==> config.mk <==
export PLATFORM = sky130hd
export DESIGN_NAME = jip_tap_port
export DESIGN_NICKNAME = d
export VERILOG_FILES = /design/src/verilog/jip_tap_port.v
export VERILOG_INCLUDE_DIRS = /design/src /design/src/common
export SDC_FILE = /design/constraint.sdc
export NUM_CORES = 2
export LEC_CHECK = 0
export BUFFER_PORTS_ARGS = -buffer_cell sky130_fd_sc_hd__buf_2
export CAP_MARGIN = 25
export CORE_MARGIN = 2
export CORE_UTILIZATION = 40
export CTS_BUF_LIST = sky130_fd_sc_hd__clkbuf_8 sky130_fd_sc_hd__clkbuf_16
export DETAILED_ROUTE_END_ITERATION = 6
export MAX_ROUTING_LAYER = met4
export PLACE_DENSITY = 0.58
export RECOVER_POWER = 25
export SKIP_CTS_REPAIR_TIMING = 1
export SYNTH_ARGS = -nofsm -noshare
export SYNTH_HDL_FRONTEND = slang
export SYNTH_SLANG_ARGS = --single-unit
export TNS_END_PERCENT = 100
==> constraint.sdc <==
create_clock -name clk -period 42.6 [get_ports clk]
set_input_delay 6.39 -clock clk [delete_from_list [all_inputs] [get_ports clk]]
set_output_delay 6.39 -clock clk [all_outputs]
set_load 0.05 [all_outputs]
==> src/common/jip_consts.vh <==
// Purpose: Shared constants for the test access port and programming block
// Assumes: Included by its bare name from the design file
// Notes:   Instruction codes are ten bits wide, least significant bit shifted first
`ifndef JIP_CONSTS_VH
`define JIP_CONSTS_VH

// Register lengths
`define JIP_IR_LEN        10
`define JIP_ID_LEN        32
`define JIP_BSR_LEN_DEF   240

// Supported instruction codes
`define JIP_OP_SAMPLE     10'h005
`define JIP_OP_IDCODE     10'h006
`define JIP_OP_USERCODE   10'h007
`define JIP_OP_CLAMP      10'h00a
`define JIP_OP_HIGHZ      10'h00b
`define JIP_OP_CHAIN_A    10'h00c
`define JIP_OP_CHAIN_B    10'h00e
`define JIP_OP_EXTEST     10'h00f
`define JIP_OP_BYPASS     10'h3ff

// Instruction capture pattern, two low bits are 01
`define JIP_IR_CAPTURE    10'h001

// Identification layout
`define JIP_ID_LSB        1'h1
`define JIP_USERCODE_BLANK 32'hffffffff

// Boundary cell layout per pin
`define JIP_CELLS_PER_IO  3
`define JIP_CELL_IN       0
`define JIP_CELL_OUT      1
`define JIP_CELL_OE       2

// Data register selections
`define JIP_SEL_BYP       3'h0
`define JIP_SEL_ID        3'h1
`define JIP_SEL_UC        3'h2
`define JIP_SEL_BSR       3'h3
`define JIP_SEL_UA        3'h4
`define JIP_SEL_UB        3'h5
`define JIP_SEL_ISC       3'h6

`endif

==> src/verilog/jip_tap_port.v <==
// Purpose: Test access port with instruction decode, data registers, user chains and pin control
// Assumes: tck, tms, tdi and pin inputs are asynchronous; tck is far slower than clk
// Notes:   Programming codes are parameters; flash sequencing lives outside this block
//
// Overview of operation
// RULE1 - Identification code loads a 32-bit ID register between tdi and tdo.
// RULE2 - High-impedance code inserts one bypass bit and tri-states all user pins.
// RULE3 - Clamp code inserts bypass bit while pins follow the boundary register.
// RULE4 - Two user chain codes each select their own chain in user logic.
// RULE5 - During user chains, tdi and TAP state go to user logic.
// RULE6 - High-impedance, clamp and external test keep pull-ups and bus-hold as configured.
// RULE7 - Host loads only supported codes; unknown codes fall back to bypass here.
// RULE8 - Instruction register is 10 bits, user code register 32 bits.
// RULE9 - Boundary register length is a size parameter: 240, 480, 636 or 816.
// RULE10 - ID is version, part number, maker code, then a one in bit zero.
// RULE11 - During programming, pins float with weak pull-ups enabled.
// RULE12 - Until programming-complete flag is set, no pin drives.
// RULE13 - Host starts programming only after power-up and configuration are done.
// RULE14 - Programming data enters on tdi; read data returns on tdo.
// RULE15 - Programming instruction codes are parameters, not fixed values.
// RULE16 - Sample code captures pin states and allows preloading the boundary register.
// RULE17 - External test drives pins from boundary register and captures inputs.
// RULE18 - Unprogrammed user code reads as all ones.
// RULE19 - Instruction capture loads a pattern ending in binary 01.
`timescale 1ns/1ps
`default_nettype none
`include "jip_consts.vh"

module jip_tap_port #(
  parameter        NUM_IO     = 80,
  parameter        BSR_LEN    = `JIP_BSR_LEN_DEF,
  parameter        ISC_LEN    = 16,
  parameter [3:0]  ID_VERSION = 4'h0,      // Arbitrary value
  parameter [15:0] ID_PART    = 16'h1234,  // Arbitrary value
  parameter [10:0] ID_MAKER   = 11'h155,   // Arbitrary value
  parameter [9:0]  OP_ISC_ENTER = 10'h2cc, // Programming entry code
  parameter [9:0]  OP_ISC_EXIT  = 10'h201, // Programming exit code
  parameter [9:0]  OP_ISC_DATA  = 10'h2f2  // Programming data access code
) (
  // Clock and reset
  input  wire               clk,
  input  wire               reset,
  input  wire               clk_en,
  // Test port pins
  input  wire               tck,
  input  wire               tms,
  input  wire               tdi,
  output reg                tdo,
  output reg                tdo_oe,
  // User pins, core side
  input  wire [NUM_IO-1:0]  core_out,
  input  wire [NUM_IO-1:0]  core_oe,
  input  wire [NUM_IO-1:0]  cfg_pullup,
  input  wire [NUM_IO-1:0]  cfg_bushold,
  // User pins, pad side
  input  wire [NUM_IO-1:0]  pin_in,
  output reg  [NUM_IO-1:0]  pin_out,
  output reg  [NUM_IO-1:0]  pin_oe,
  output reg  [NUM_IO-1:0]  pin_pullup,
  output reg  [NUM_IO-1:0]  pin_bushold,
  // Flash status
  input  wire               programming_complete_flag,
  input  wire               usercode_valid,
  input  wire [31:0]        usercode_value,
  // Programming data path
  input  wire [ISC_LEN-1:0] isc_rdata,
  output reg  [ISC_LEN-1:0] isc_wdata,
  output reg                isc_write,
  output reg                in_system_programming,
  // User chains
  output reg                user_chain_a,
  output reg                user_chain_b,
  output reg                user_tdi,
  output reg  [3:0]         user_state,
  output wire               user_tck_rise,
  input  wire               user_tdo_a,
  input  wire               user_tdo_b
);

  //////////////////////////////////////////////////////////////////////////////
  // TAP states, standard encoding
  localparam [3:0] S_EX2DR = 4'h0, S_EX1DR = 4'h1, S_SHDR = 4'h2, S_PSDR = 4'h3;
  localparam [3:0] S_SELIR = 4'h4, S_UPDR = 4'h5, S_CAPDR = 4'h6, S_SELDR = 4'h7;
  localparam [3:0] S_EX2IR = 4'h8, S_EX1IR = 4'h9, S_SHIR = 4'ha, S_PSIR = 4'hb;
  localparam [3:0] S_RTI = 4'hc, S_UPIR = 4'hd, S_CAPIR = 4'he, S_TLR = 4'hf;

  function [3:0] tap_next;
    input [3:0] s;
    input       m;
    begin
      case (s)
        S_TLR:   tap_next = m ? S_TLR : S_RTI;
        S_RTI:   tap_next = m ? S_SELDR : S_RTI;
        S_SELDR: tap_next = m ? S_SELIR : S_CAPDR;
        S_CAPDR: tap_next = m ? S_EX1DR : S_SHDR;
        S_SHDR:  tap_next = m ? S_EX1DR : S_SHDR;
        S_EX1DR: tap_next = m ? S_UPDR : S_PSDR;
        S_PSDR:  tap_next = m ? S_EX2DR : S_PSDR;
        S_EX2DR: tap_next = m ? S_UPDR : S_SHDR;
        S_UPDR:  tap_next = m ? S_SELDR : S_RTI;
        S_SELIR: tap_next = m ? S_TLR : S_CAPIR;
        S_CAPIR: tap_next = m ? S_EX1IR : S_SHIR;
        S_SHIR:  tap_next = m ? S_EX1IR : S_SHIR;
        S_EX1IR: tap_next = m ? S_UPIR : S_PSIR;
        S_PSIR:  tap_next = m ? S_EX2IR : S_PSIR;
        S_EX2IR: tap_next = m ? S_UPIR : S_SHIR;
        S_UPIR:  tap_next = m ? S_SELDR : S_RTI;
        default: tap_next = S_TLR;
      endcase
    end
  endfunction

  // Unknown codes select bypass so the chain length stays predictable
  function [2:0] dr_select;
    input [9:0] op;
    begin
      if (op == `JIP_OP_IDCODE)
        dr_select = `JIP_SEL_ID;                                   // RULE1
      else if (op == `JIP_OP_USERCODE)
        dr_select = `JIP_SEL_UC;
      else if (op == `JIP_OP_SAMPLE || op == `JIP_OP_EXTEST)
        dr_select = `JIP_SEL_BSR;                                  // RULE16
      else if (op == `JIP_OP_CHAIN_A)
        dr_select = `JIP_SEL_UA;                                   // RULE4
      else if (op == `JIP_OP_CHAIN_B)
        dr_select = `JIP_SEL_UB;                                   // RULE4
      else if (op == OP_ISC_DATA)
        dr_select = `JIP_SEL_ISC;                                  // RULE15
      else
        dr_select = `JIP_SEL_BYP;                                  // RULE2 RULE3 RULE7
    end
  endfunction

  //////////////////////////////////////////////////////////////////////////////
  // Synchronisers; first stages feed only the second stages
  reg              tck_s1, tck_s2, tck_s3;
  reg              tms_s1, tms_s2, tdi_s1, tdi_s2;
  reg [NUM_IO-1:0] pin_s1, pin_s2;

  always @(posedge clk or posedge reset) begin
    if (reset) begin
      {tck_s1, tck_s2, tck_s3} <= 3'h0;
      {tms_s1, tms_s2, tdi_s1, tdi_s2} <= 4'hf;
      pin_s1 <= {NUM_IO{1'b0}};
      pin_s2 <= {NUM_IO{1'b0}};
    end else if (clk_en) begin
      {tck_s1, tck_s2, tck_s3} <= {tck, tck_s1, tck_s2};
      {tms_s1, tms_s2, tdi_s1, tdi_s2} <= {tms, tms_s1, tdi, tdi_s1};
      pin_s1 <= pin_in;
      pin_s2 <= pin_s1;
    end
  end

  wire tck_rise = clk_en & tck_s2 & ~tck_s3;
  wire tck_fall = clk_en & ~tck_s2 & tck_s3;
  assign user_tck_rise = tck_rise & (user_chain_a | user_chain_b);  // RULE5

  //////////////////////////////////////////////////////////////////////////////
  // Registers of the port
  reg [3:0]         state_reg;
  reg [9:0]         ir_sh_reg, ir_reg;
  reg               byp_reg;
  reg [31:0]        id_sh_reg;
  reg [BSR_LEN-1:0] bsr_sh_reg, bsr_upd_reg;
  reg [ISC_LEN-1:0] isc_sh_reg;
  wire [2:0]        sel = dr_select(ir_reg);
  wire [31:0]       id_word = {ID_VERSION, ID_PART, ID_MAKER, `JIP_ID_LSB};  // RULE10
  wire [31:0]       uc_word = usercode_valid ? usercode_value : `JIP_USERCODE_BLANK;  // RULE18

  // Boundary capture: inputs from pads, outputs and enables from what pins show
  wire [BSR_LEN-1:0] bsr_cap;
  genvar g;
  generate
    for (g = 0; g < BSR_LEN; g = g + 1) begin : g_cap
      if (g / `JIP_CELLS_PER_IO < NUM_IO) begin : g_pin
        if (g % `JIP_CELLS_PER_IO == `JIP_CELL_IN)
          assign bsr_cap[g] = pin_s2[g / `JIP_CELLS_PER_IO];          // RULE16 RULE17
        else if (g % `JIP_CELLS_PER_IO == `JIP_CELL_OUT)
          assign bsr_cap[g] = pin_out[g / `JIP_CELLS_PER_IO];
        else
          assign bsr_cap[g] = pin_oe[g / `JIP_CELLS_PER_IO];
      end else begin : g_spare
        assign bsr_cap[g] = 1'b0;
      end
    end
  endgenerate

  // Rising tck: advance, capture, shift
  always @(posedge clk or posedge reset) begin
    if (reset) begin
      state_reg  <= S_TLR;
      ir_sh_reg  <= `JIP_IR_CAPTURE;
      byp_reg    <= 1'b0;
      id_sh_reg  <= 32'h0;
      bsr_sh_reg <= {BSR_LEN{1'b0}};
      isc_sh_reg <= {ISC_LEN{1'b0}};
      user_tdi   <= 1'b0;
    end else if (tck_rise) begin
      state_reg <= tap_next(state_reg, tms_s2);
      user_tdi  <= tdi_s2;                                          // RULE5
      if (state_reg == S_CAPIR)
        ir_sh_reg <= `JIP_IR_CAPTURE;                               // RULE19
      else if (state_reg == S_SHIR)
        ir_sh_reg <= {tdi_s2, ir_sh_reg[9:1]};                      // RULE8
      if (state_reg == S_CAPDR) begin
        byp_reg <= 1'b0;
        if (sel == `JIP_SEL_ID)
          id_sh_reg <= id_word;                                     // RULE1
        else if (sel == `JIP_SEL_UC)
          id_sh_reg <= uc_word;                                     // RULE8
        if (sel == `JIP_SEL_BSR)
          bsr_sh_reg <= bsr_cap;                                    // RULE16 RULE17
        if (sel == `JIP_SEL_ISC)
          isc_sh_reg <= isc_rdata;                                  // RULE14
      end else if (state_reg == S_SHDR) begin
        byp_reg <= tdi_s2;
        if (sel == `JIP_SEL_ID || sel == `JIP_SEL_UC)
          id_sh_reg <= {tdi_s2, id_sh_reg[31:1]};
        if (sel == `JIP_SEL_BSR)
          bsr_sh_reg <= {tdi_s2, bsr_sh_reg[BSR_LEN-1:1]};          // RULE9
        if (sel == `JIP_SEL_ISC)
          isc_sh_reg <= {tdi_s2, isc_sh_reg[ISC_LEN-1:1]};          // RULE14
      end
    end
  end

  // Falling tck: update registers and drive tdo; test-logic-reset restores identification
  always @(posedge clk or posedge reset) begin
    if (reset) begin
      ir_reg      <= `JIP_OP_IDCODE;
      bsr_upd_reg <= {BSR_LEN{1'b0}};
      isc_wdata   <= {ISC_LEN{1'b0}};
      isc_write   <= 1'b0;
      in_system_programming <= 1'b0;
      tdo         <= 1'b0;
      tdo_oe      <= 1'b0;
    end else if (clk_en) begin
      isc_write <= 1'b0;
      if (tck_fall) begin
        tdo_oe <= (state_reg == S_SHIR) || (state_reg == S_SHDR);
        if (state_reg == S_SHIR)
          tdo <= ir_sh_reg[0];
        else begin
          case (sel)
            `JIP_SEL_ID, `JIP_SEL_UC: tdo <= id_sh_reg[0];          // RULE1 RULE8
            `JIP_SEL_BSR: tdo <= bsr_sh_reg[0];
            `JIP_SEL_UA:  tdo <= user_tdo_a;                        // RULE4
            `JIP_SEL_UB:  tdo <= user_tdo_b;                        // RULE4
            `JIP_SEL_ISC: tdo <= isc_sh_reg[0];                     // RULE14
            default:      tdo <= byp_reg;                           // RULE2 RULE3
          endcase
        end
        if (state_reg == S_TLR) begin
          ir_reg <= `JIP_OP_IDCODE;
          in_system_programming <= 1'b0;
        end else if (state_reg == S_UPIR) begin
          ir_reg <= ir_sh_reg;
          if (ir_sh_reg == OP_ISC_ENTER)
            in_system_programming <= 1'b1;                          // RULE15
          else if (ir_sh_reg == OP_ISC_EXIT)
            in_system_programming <= 1'b0;
        end
        if (state_reg == S_UPDR && sel == `JIP_SEL_BSR)
          bsr_upd_reg <= bsr_sh_reg;                                // RULE16
        if (state_reg == S_UPDR && sel == `JIP_SEL_ISC) begin
          isc_wdata <= isc_sh_reg;                                  // RULE14
          isc_write <= 1'b1;
        end
      end
    end
  end

  //////////////////////////////////////////////////////////////////////////////
  // User chain strobes and exposed TAP state
  always @(posedge clk or posedge reset) begin
    if (reset) begin
      user_chain_a <= 1'b0;
      user_chain_b <= 1'b0;
      user_state   <= S_TLR;
    end else if (clk_en) begin
      user_chain_a <= (sel == `JIP_SEL_UA);                         // RULE5
      user_chain_b <= (sel == `JIP_SEL_UB);                         // RULE5
      user_state   <= state_reg;                                    // RULE5
    end
  end

  //////////////////////////////////////////////////////////////////////////////
  // Pad drive; priority is flag, programming, high-impedance, boundary, core
  wire mode_highz = (ir_reg == `JIP_OP_HIGHZ);
  wire mode_bsr   = (ir_reg == `JIP_OP_CLAMP) || (ir_reg == `JIP_OP_EXTEST);
  integer i;

  always @(posedge clk or posedge reset) begin
    if (reset) begin
      pin_out     <= {NUM_IO{1'b0}};
      pin_oe      <= {NUM_IO{1'b0}};
      pin_pullup  <= {NUM_IO{1'b1}};
      pin_bushold <= {NUM_IO{1'b0}};
    end else if (clk_en) begin
      for (i = 0; i < NUM_IO; i = i + 1) begin
        pin_bushold[i] <= cfg_bushold[i] & ~in_system_programming;  // RULE6
        pin_pullup[i]  <= cfg_pullup[i] | in_system_programming;    // RULE6 RULE11
        if (!programming_complete_flag || in_system_programming || mode_highz) begin
          pin_out[i] <= 1'b0;                                       // RULE12 RULE11 RULE2
          pin_oe[i]  <= 1'b0;
        end else if (mode_bsr) begin
          pin_out[i] <= bsr_upd_reg[i*`JIP_CELLS_PER_IO+`JIP_CELL_OUT];  // RULE3 RULE17
          pin_oe[i]  <= bsr_upd_reg[i*`JIP_CELLS_PER_IO+`JIP_CELL_OE];
        end else begin
          pin_out[i] <= core_out[i];
          pin_oe[i]  <= core_oe[i];
        end
      end
    end
  end

endmodule // jip_tap_port
`default_nettype wire

Yosys cells after proc, flatten, opt, wreduce, memory -nomap -nowiden --
Cells that the tools add are included. W data, S select, Z words.
Operators by class: bitwise logic cells 169, multiplexer cells 367, reduce and logical (&&, ||, !) cells 29, equal/unequal tests 33
Operators by type and width (count):
- $mux W240 | 4
- $mux W1 | 330
- $mux W32 | 6
- $and A1 B1 Y1 | 85
- $or A1 B1 Y1 | 81
- $mux W16 | 4
- $eq A10 B4 Y1 const B | 5
- $pmux W4 S12 | 1
- $mux W10 | 4
- $eq A4 B4 Y1 const B | 8
- $eq A10 B10 Y1 const B | 3
- $eq A10 B3 Y1 const B | 3
- $mux W3 | 10
- $eq A4 B3 Y1 const B | 4
- $reduce_and A3 Y1 | 5
- $mux W2 | 6
- $eq A3 B3 Y1 const B | 3
- $eq A4 B2 Y1 const B | 2
- $reduce_and A4 Y1 | 2
- $reduce_bool A2 Y1 | 4
- $eq A3 B2 Y1 const B | 2
- $logic_or A1 B1 Y1 | 6
- $reduce_and A2 Y1 | 3
- $reduce_or A2 Y1 | 3
- other kinds (11) | 14
Storage, ports and cells: bits in registers 1067, output and inout bits 348, logic and storage cells 628, input port bits 458

Logic depth before layout (Yosys ltp) --
depth in word-level cells 12, depth in mapped cells 8

Worst setup path after synthesis --
OpenSTA, ideal clock, no wires.
kind input-to-output, start input clk_en, end output user_tck_rise, path buffers 2, required time 36210 ps, cell stages on the path 4, setup slack 28454 ps, arrival 7756 ps, cells stage by stage clkbuf_1 > clkbuf_1 > nand3b_1 > nor2_1
Between the ends: cells in the longest elaborated chain, start to end 3
Ends and longest elaborated chain:
- from (decl) | RTL line jip_tap_port.v:43 | input wire clk_en,
- $and A1 B1 Y1 (2 in a row) | RTL line jip_tap_port.v:154 | wire tck_rise = clk_en & tck_s2 & ~tck_s3;
- $and A1 B1 Y1 | RTL line jip_tap_port.v:156 | assign user_tck_rise = tck_rise & (user_chain_a | user_chain_b);
- to (decl) | RTL line jip_tap_port.v:75 | output wire user_tck_rise,
Every way passes these cells.

Worst setup path after layout --
Ends and elaborated chain as after synthesis.

==> run metrics <==
hold crit path type flip-flop to flip-flop; worst reg2reg endpoint pin_out[9]$_DFFE_PP0P_; layout cell share with drive strength beyond 1 0.331; Synth Warn # 0; initial antenna violation count 25; Hold Path Sink user_state[0]$_DFFE_PP1P_; Max Buffers Root-to-Sink 3; H-tree depth 3; Total Power roughly 2.6 mW; P&R area growth vs syn 20.4%; CORE AREA about 0.10 mm2; Final ANT Viol Nets 0; fmax between 50 and 60 MHz; Post-route DRC 0; CTS tree yes; Vias 29100; number of synthesized register bits 987; clock skew slightly above 40 ps; Mapped Cells 3504; P_leak 25.8 nW; CP Data Arrival Time between 10000 and 15000 ps; pin count of the biggest net entering global routing 218; Yosys top cell by area dfrtp_1; final setup margin between 20000 and 25000 ps; Top FF cell, synth dfrtp_1; Post-synth top cells dfrtp_1, nand2_1, mux2_2; Max Slew Vio Count 650; IO Count between 800 and 900; # setup viols final 0; EDFF count, synth 0; most common cell in the netlist dfrtp_1; iteration count of the initial detailed-routing pass 5; # rows between 100 and 150; maxcap violations 7; R2R depth 5; Area contributors post-synth dfrtp_1, mux2_2, dfstp_2, mux2_1, nand2_1; crit path cell chain clkbuf_1 -> nand3b_1 -> nor2_1 -> buf_2; slew margin rel. -4.45; Post-synth ARST share 1.00; Post-Syn Area about 0.042 mm2; final WL roughly 120 mm; Die X-Extent 327 um; post-route cell area around 0.050 mm2; hold depth 2; HPWL Detailed about 81 mm; Seq/Total Area, Yosys 0.594; crit path capture type output pin; Synth cell types 56; gp weighted congestion slightly below 0.9; Buf+Inv Stages, Crit Path 2; Syn Nets between 3000 and 4000; worst slew pin tran ~8200 ps; clk root buf clkbuf_16; Reg-to-Reg Start in_system_programming$_DFFE_PP0P_; RSZ-0062 raised after global routing no; PortBufs roughly 800; Hold Vio Cnt, Final 0; CP peak stage delay between 3000 and 4000 ps; Clock transition at path regs around 60 ps; CTS buffer count 106; gr usage total 0.228; post-route clock period utilization 0.417; fill count approximately 9600; Setup CP Type primary input to output pin; Cell Count, Final, Fillers Out 5704; Required @ worst endpoint roughly 36000 ps; gr ovfl total 0; Worst path slowest cell clkbuf_1; crit-path max FO 110; drt initial violations about 1700; startpoint types primary input; PD cells approximately 52 mW/mm2; via/cell ratio roughly 5; CTS Sinks roughly 1000; synthesized area per cell 11.9 um2; top-area cell type share of the netlist area 0.534; Peak VDD IR ~47 uV; min Tclk post-route between 15000 and 20000 ps; Crit path depth 4; Initial Utilization 0.404; CP delay by family, top buffers and inverters; setup tns final 0 ps; nets roughly 4700; number of global-route vias before repair 29900; Clock Latency Late Sink 690 ps; DIE AREA 0.107 mm2; R2R Setup Slk 37240 ps; DP Cell Count between 5000 and 6000; max FFs per register 240; die height 327 um; placed cell area about 0.047 mm2; Worst Setup SP clk_en; first-pass GRT wire length approximately 180 mm; drt wl/cell approximately 21 um; outcome finished, violations left; DP Worst Slack approximately 28000 ps; violated checks max-capacitance violations, max-slew violations; Hold Path Origin user_state[0]$_DFFE_PP1P_
==> cells in the final DEF (no fill, tap or decap), types with 5 or more instances in the layout <==
cell / instances
dfrtp_1: 892
buf_2: 698
nand2_1: 574
mux2_2: 419
o21ai_0: 297
inv_1: 281
mux2_1: 206
o22ai_1: 173
mux2i_1: 160
clkbuf_1: 113
clkbuf_16: 107
dfstp_2: 95
o22a_1: 80
nor2_1: 30
buf_4: 22
clkbuf_8: 20
clkinv_2: 19
nand3_1: 15
diode_2: 14
nand4_1: 7
a22o_1: 7
buf_12: 7
bufinv_16: 6
buf_16: 5
==> cell families after synthesis <==
group | synth area share
flops | 0.594
mux | 0.207
simple gates | 0.0640
compound gates | 0.0842
buf+inv | 0.0507
xor+xnor | 0.000419
==> where the power goes <==
part | switching [mW] | internal [mW]
combinational | 0.449 | 0.174
sequential | 0.0520 | 1.01
clock | 0.389 | 0.528
total | 0.889 | 1.72
==> worst min-delay path, delay by kind of cell (launching register included) <==
| family | cells | cell delay (ps) |
|---|---|---|
| AOI/OAI and AO/OA | 1 | 60 |
| DFF | 1 | 370 |
| buffers and inverters | 1 | 40 |
==> routing by layer <==
layer	global-route usage	routed length, um	vias to the layer above
met5	-	0	-
met4	0.0714	3640	0
met3	0.0374	5780	205
met2	0.368	58000	760
met1	0.295	52100	14600
li1	-	-	13500
==> cell type report <==
class | count | area, um2 | share of cell area
Multi-Input combinational cell | 2030 | 14900 | 0.296
Sequential cell | 987 | 24800 | 0.493
Inverter | 251 | 943 | 0.0188
Tap cell | 1380 | 1730 | 0.0343
Timing Repair Buffer | 847 | 4390 | 0.0873
Clock inverter | 68 | 544 | 0.0108
Clock buffer | 127 | 2950 | 0.0587
Antenna cell | 14 | 35.0 | 0.000696
==> how the worst max path moves through the flow <==
stage / to / slack, ps
6_report: user_tck_rise / 24850
2_1_floorplan: bsr_sh_reg[0]$_DFFE_PP0P_ / 8600
5_1_grt: user_tck_rise / 24180
3_3_place_gp: user_tck_rise / 28340
3_5_place_dp: user_tck_rise / 28350
4_1_cts: user_tck_rise / 28330
==> stage by stage <==
stage           util  hold slack, ps
5_1_grt        0.486             494
4_1_cts        0.486             472
2_1_floorplan      -             445
6_report       0.486             472
3_3_place_gp   0.452             462
3_5_place_dp   0.453             469
(Power assumes the default switching activity.)
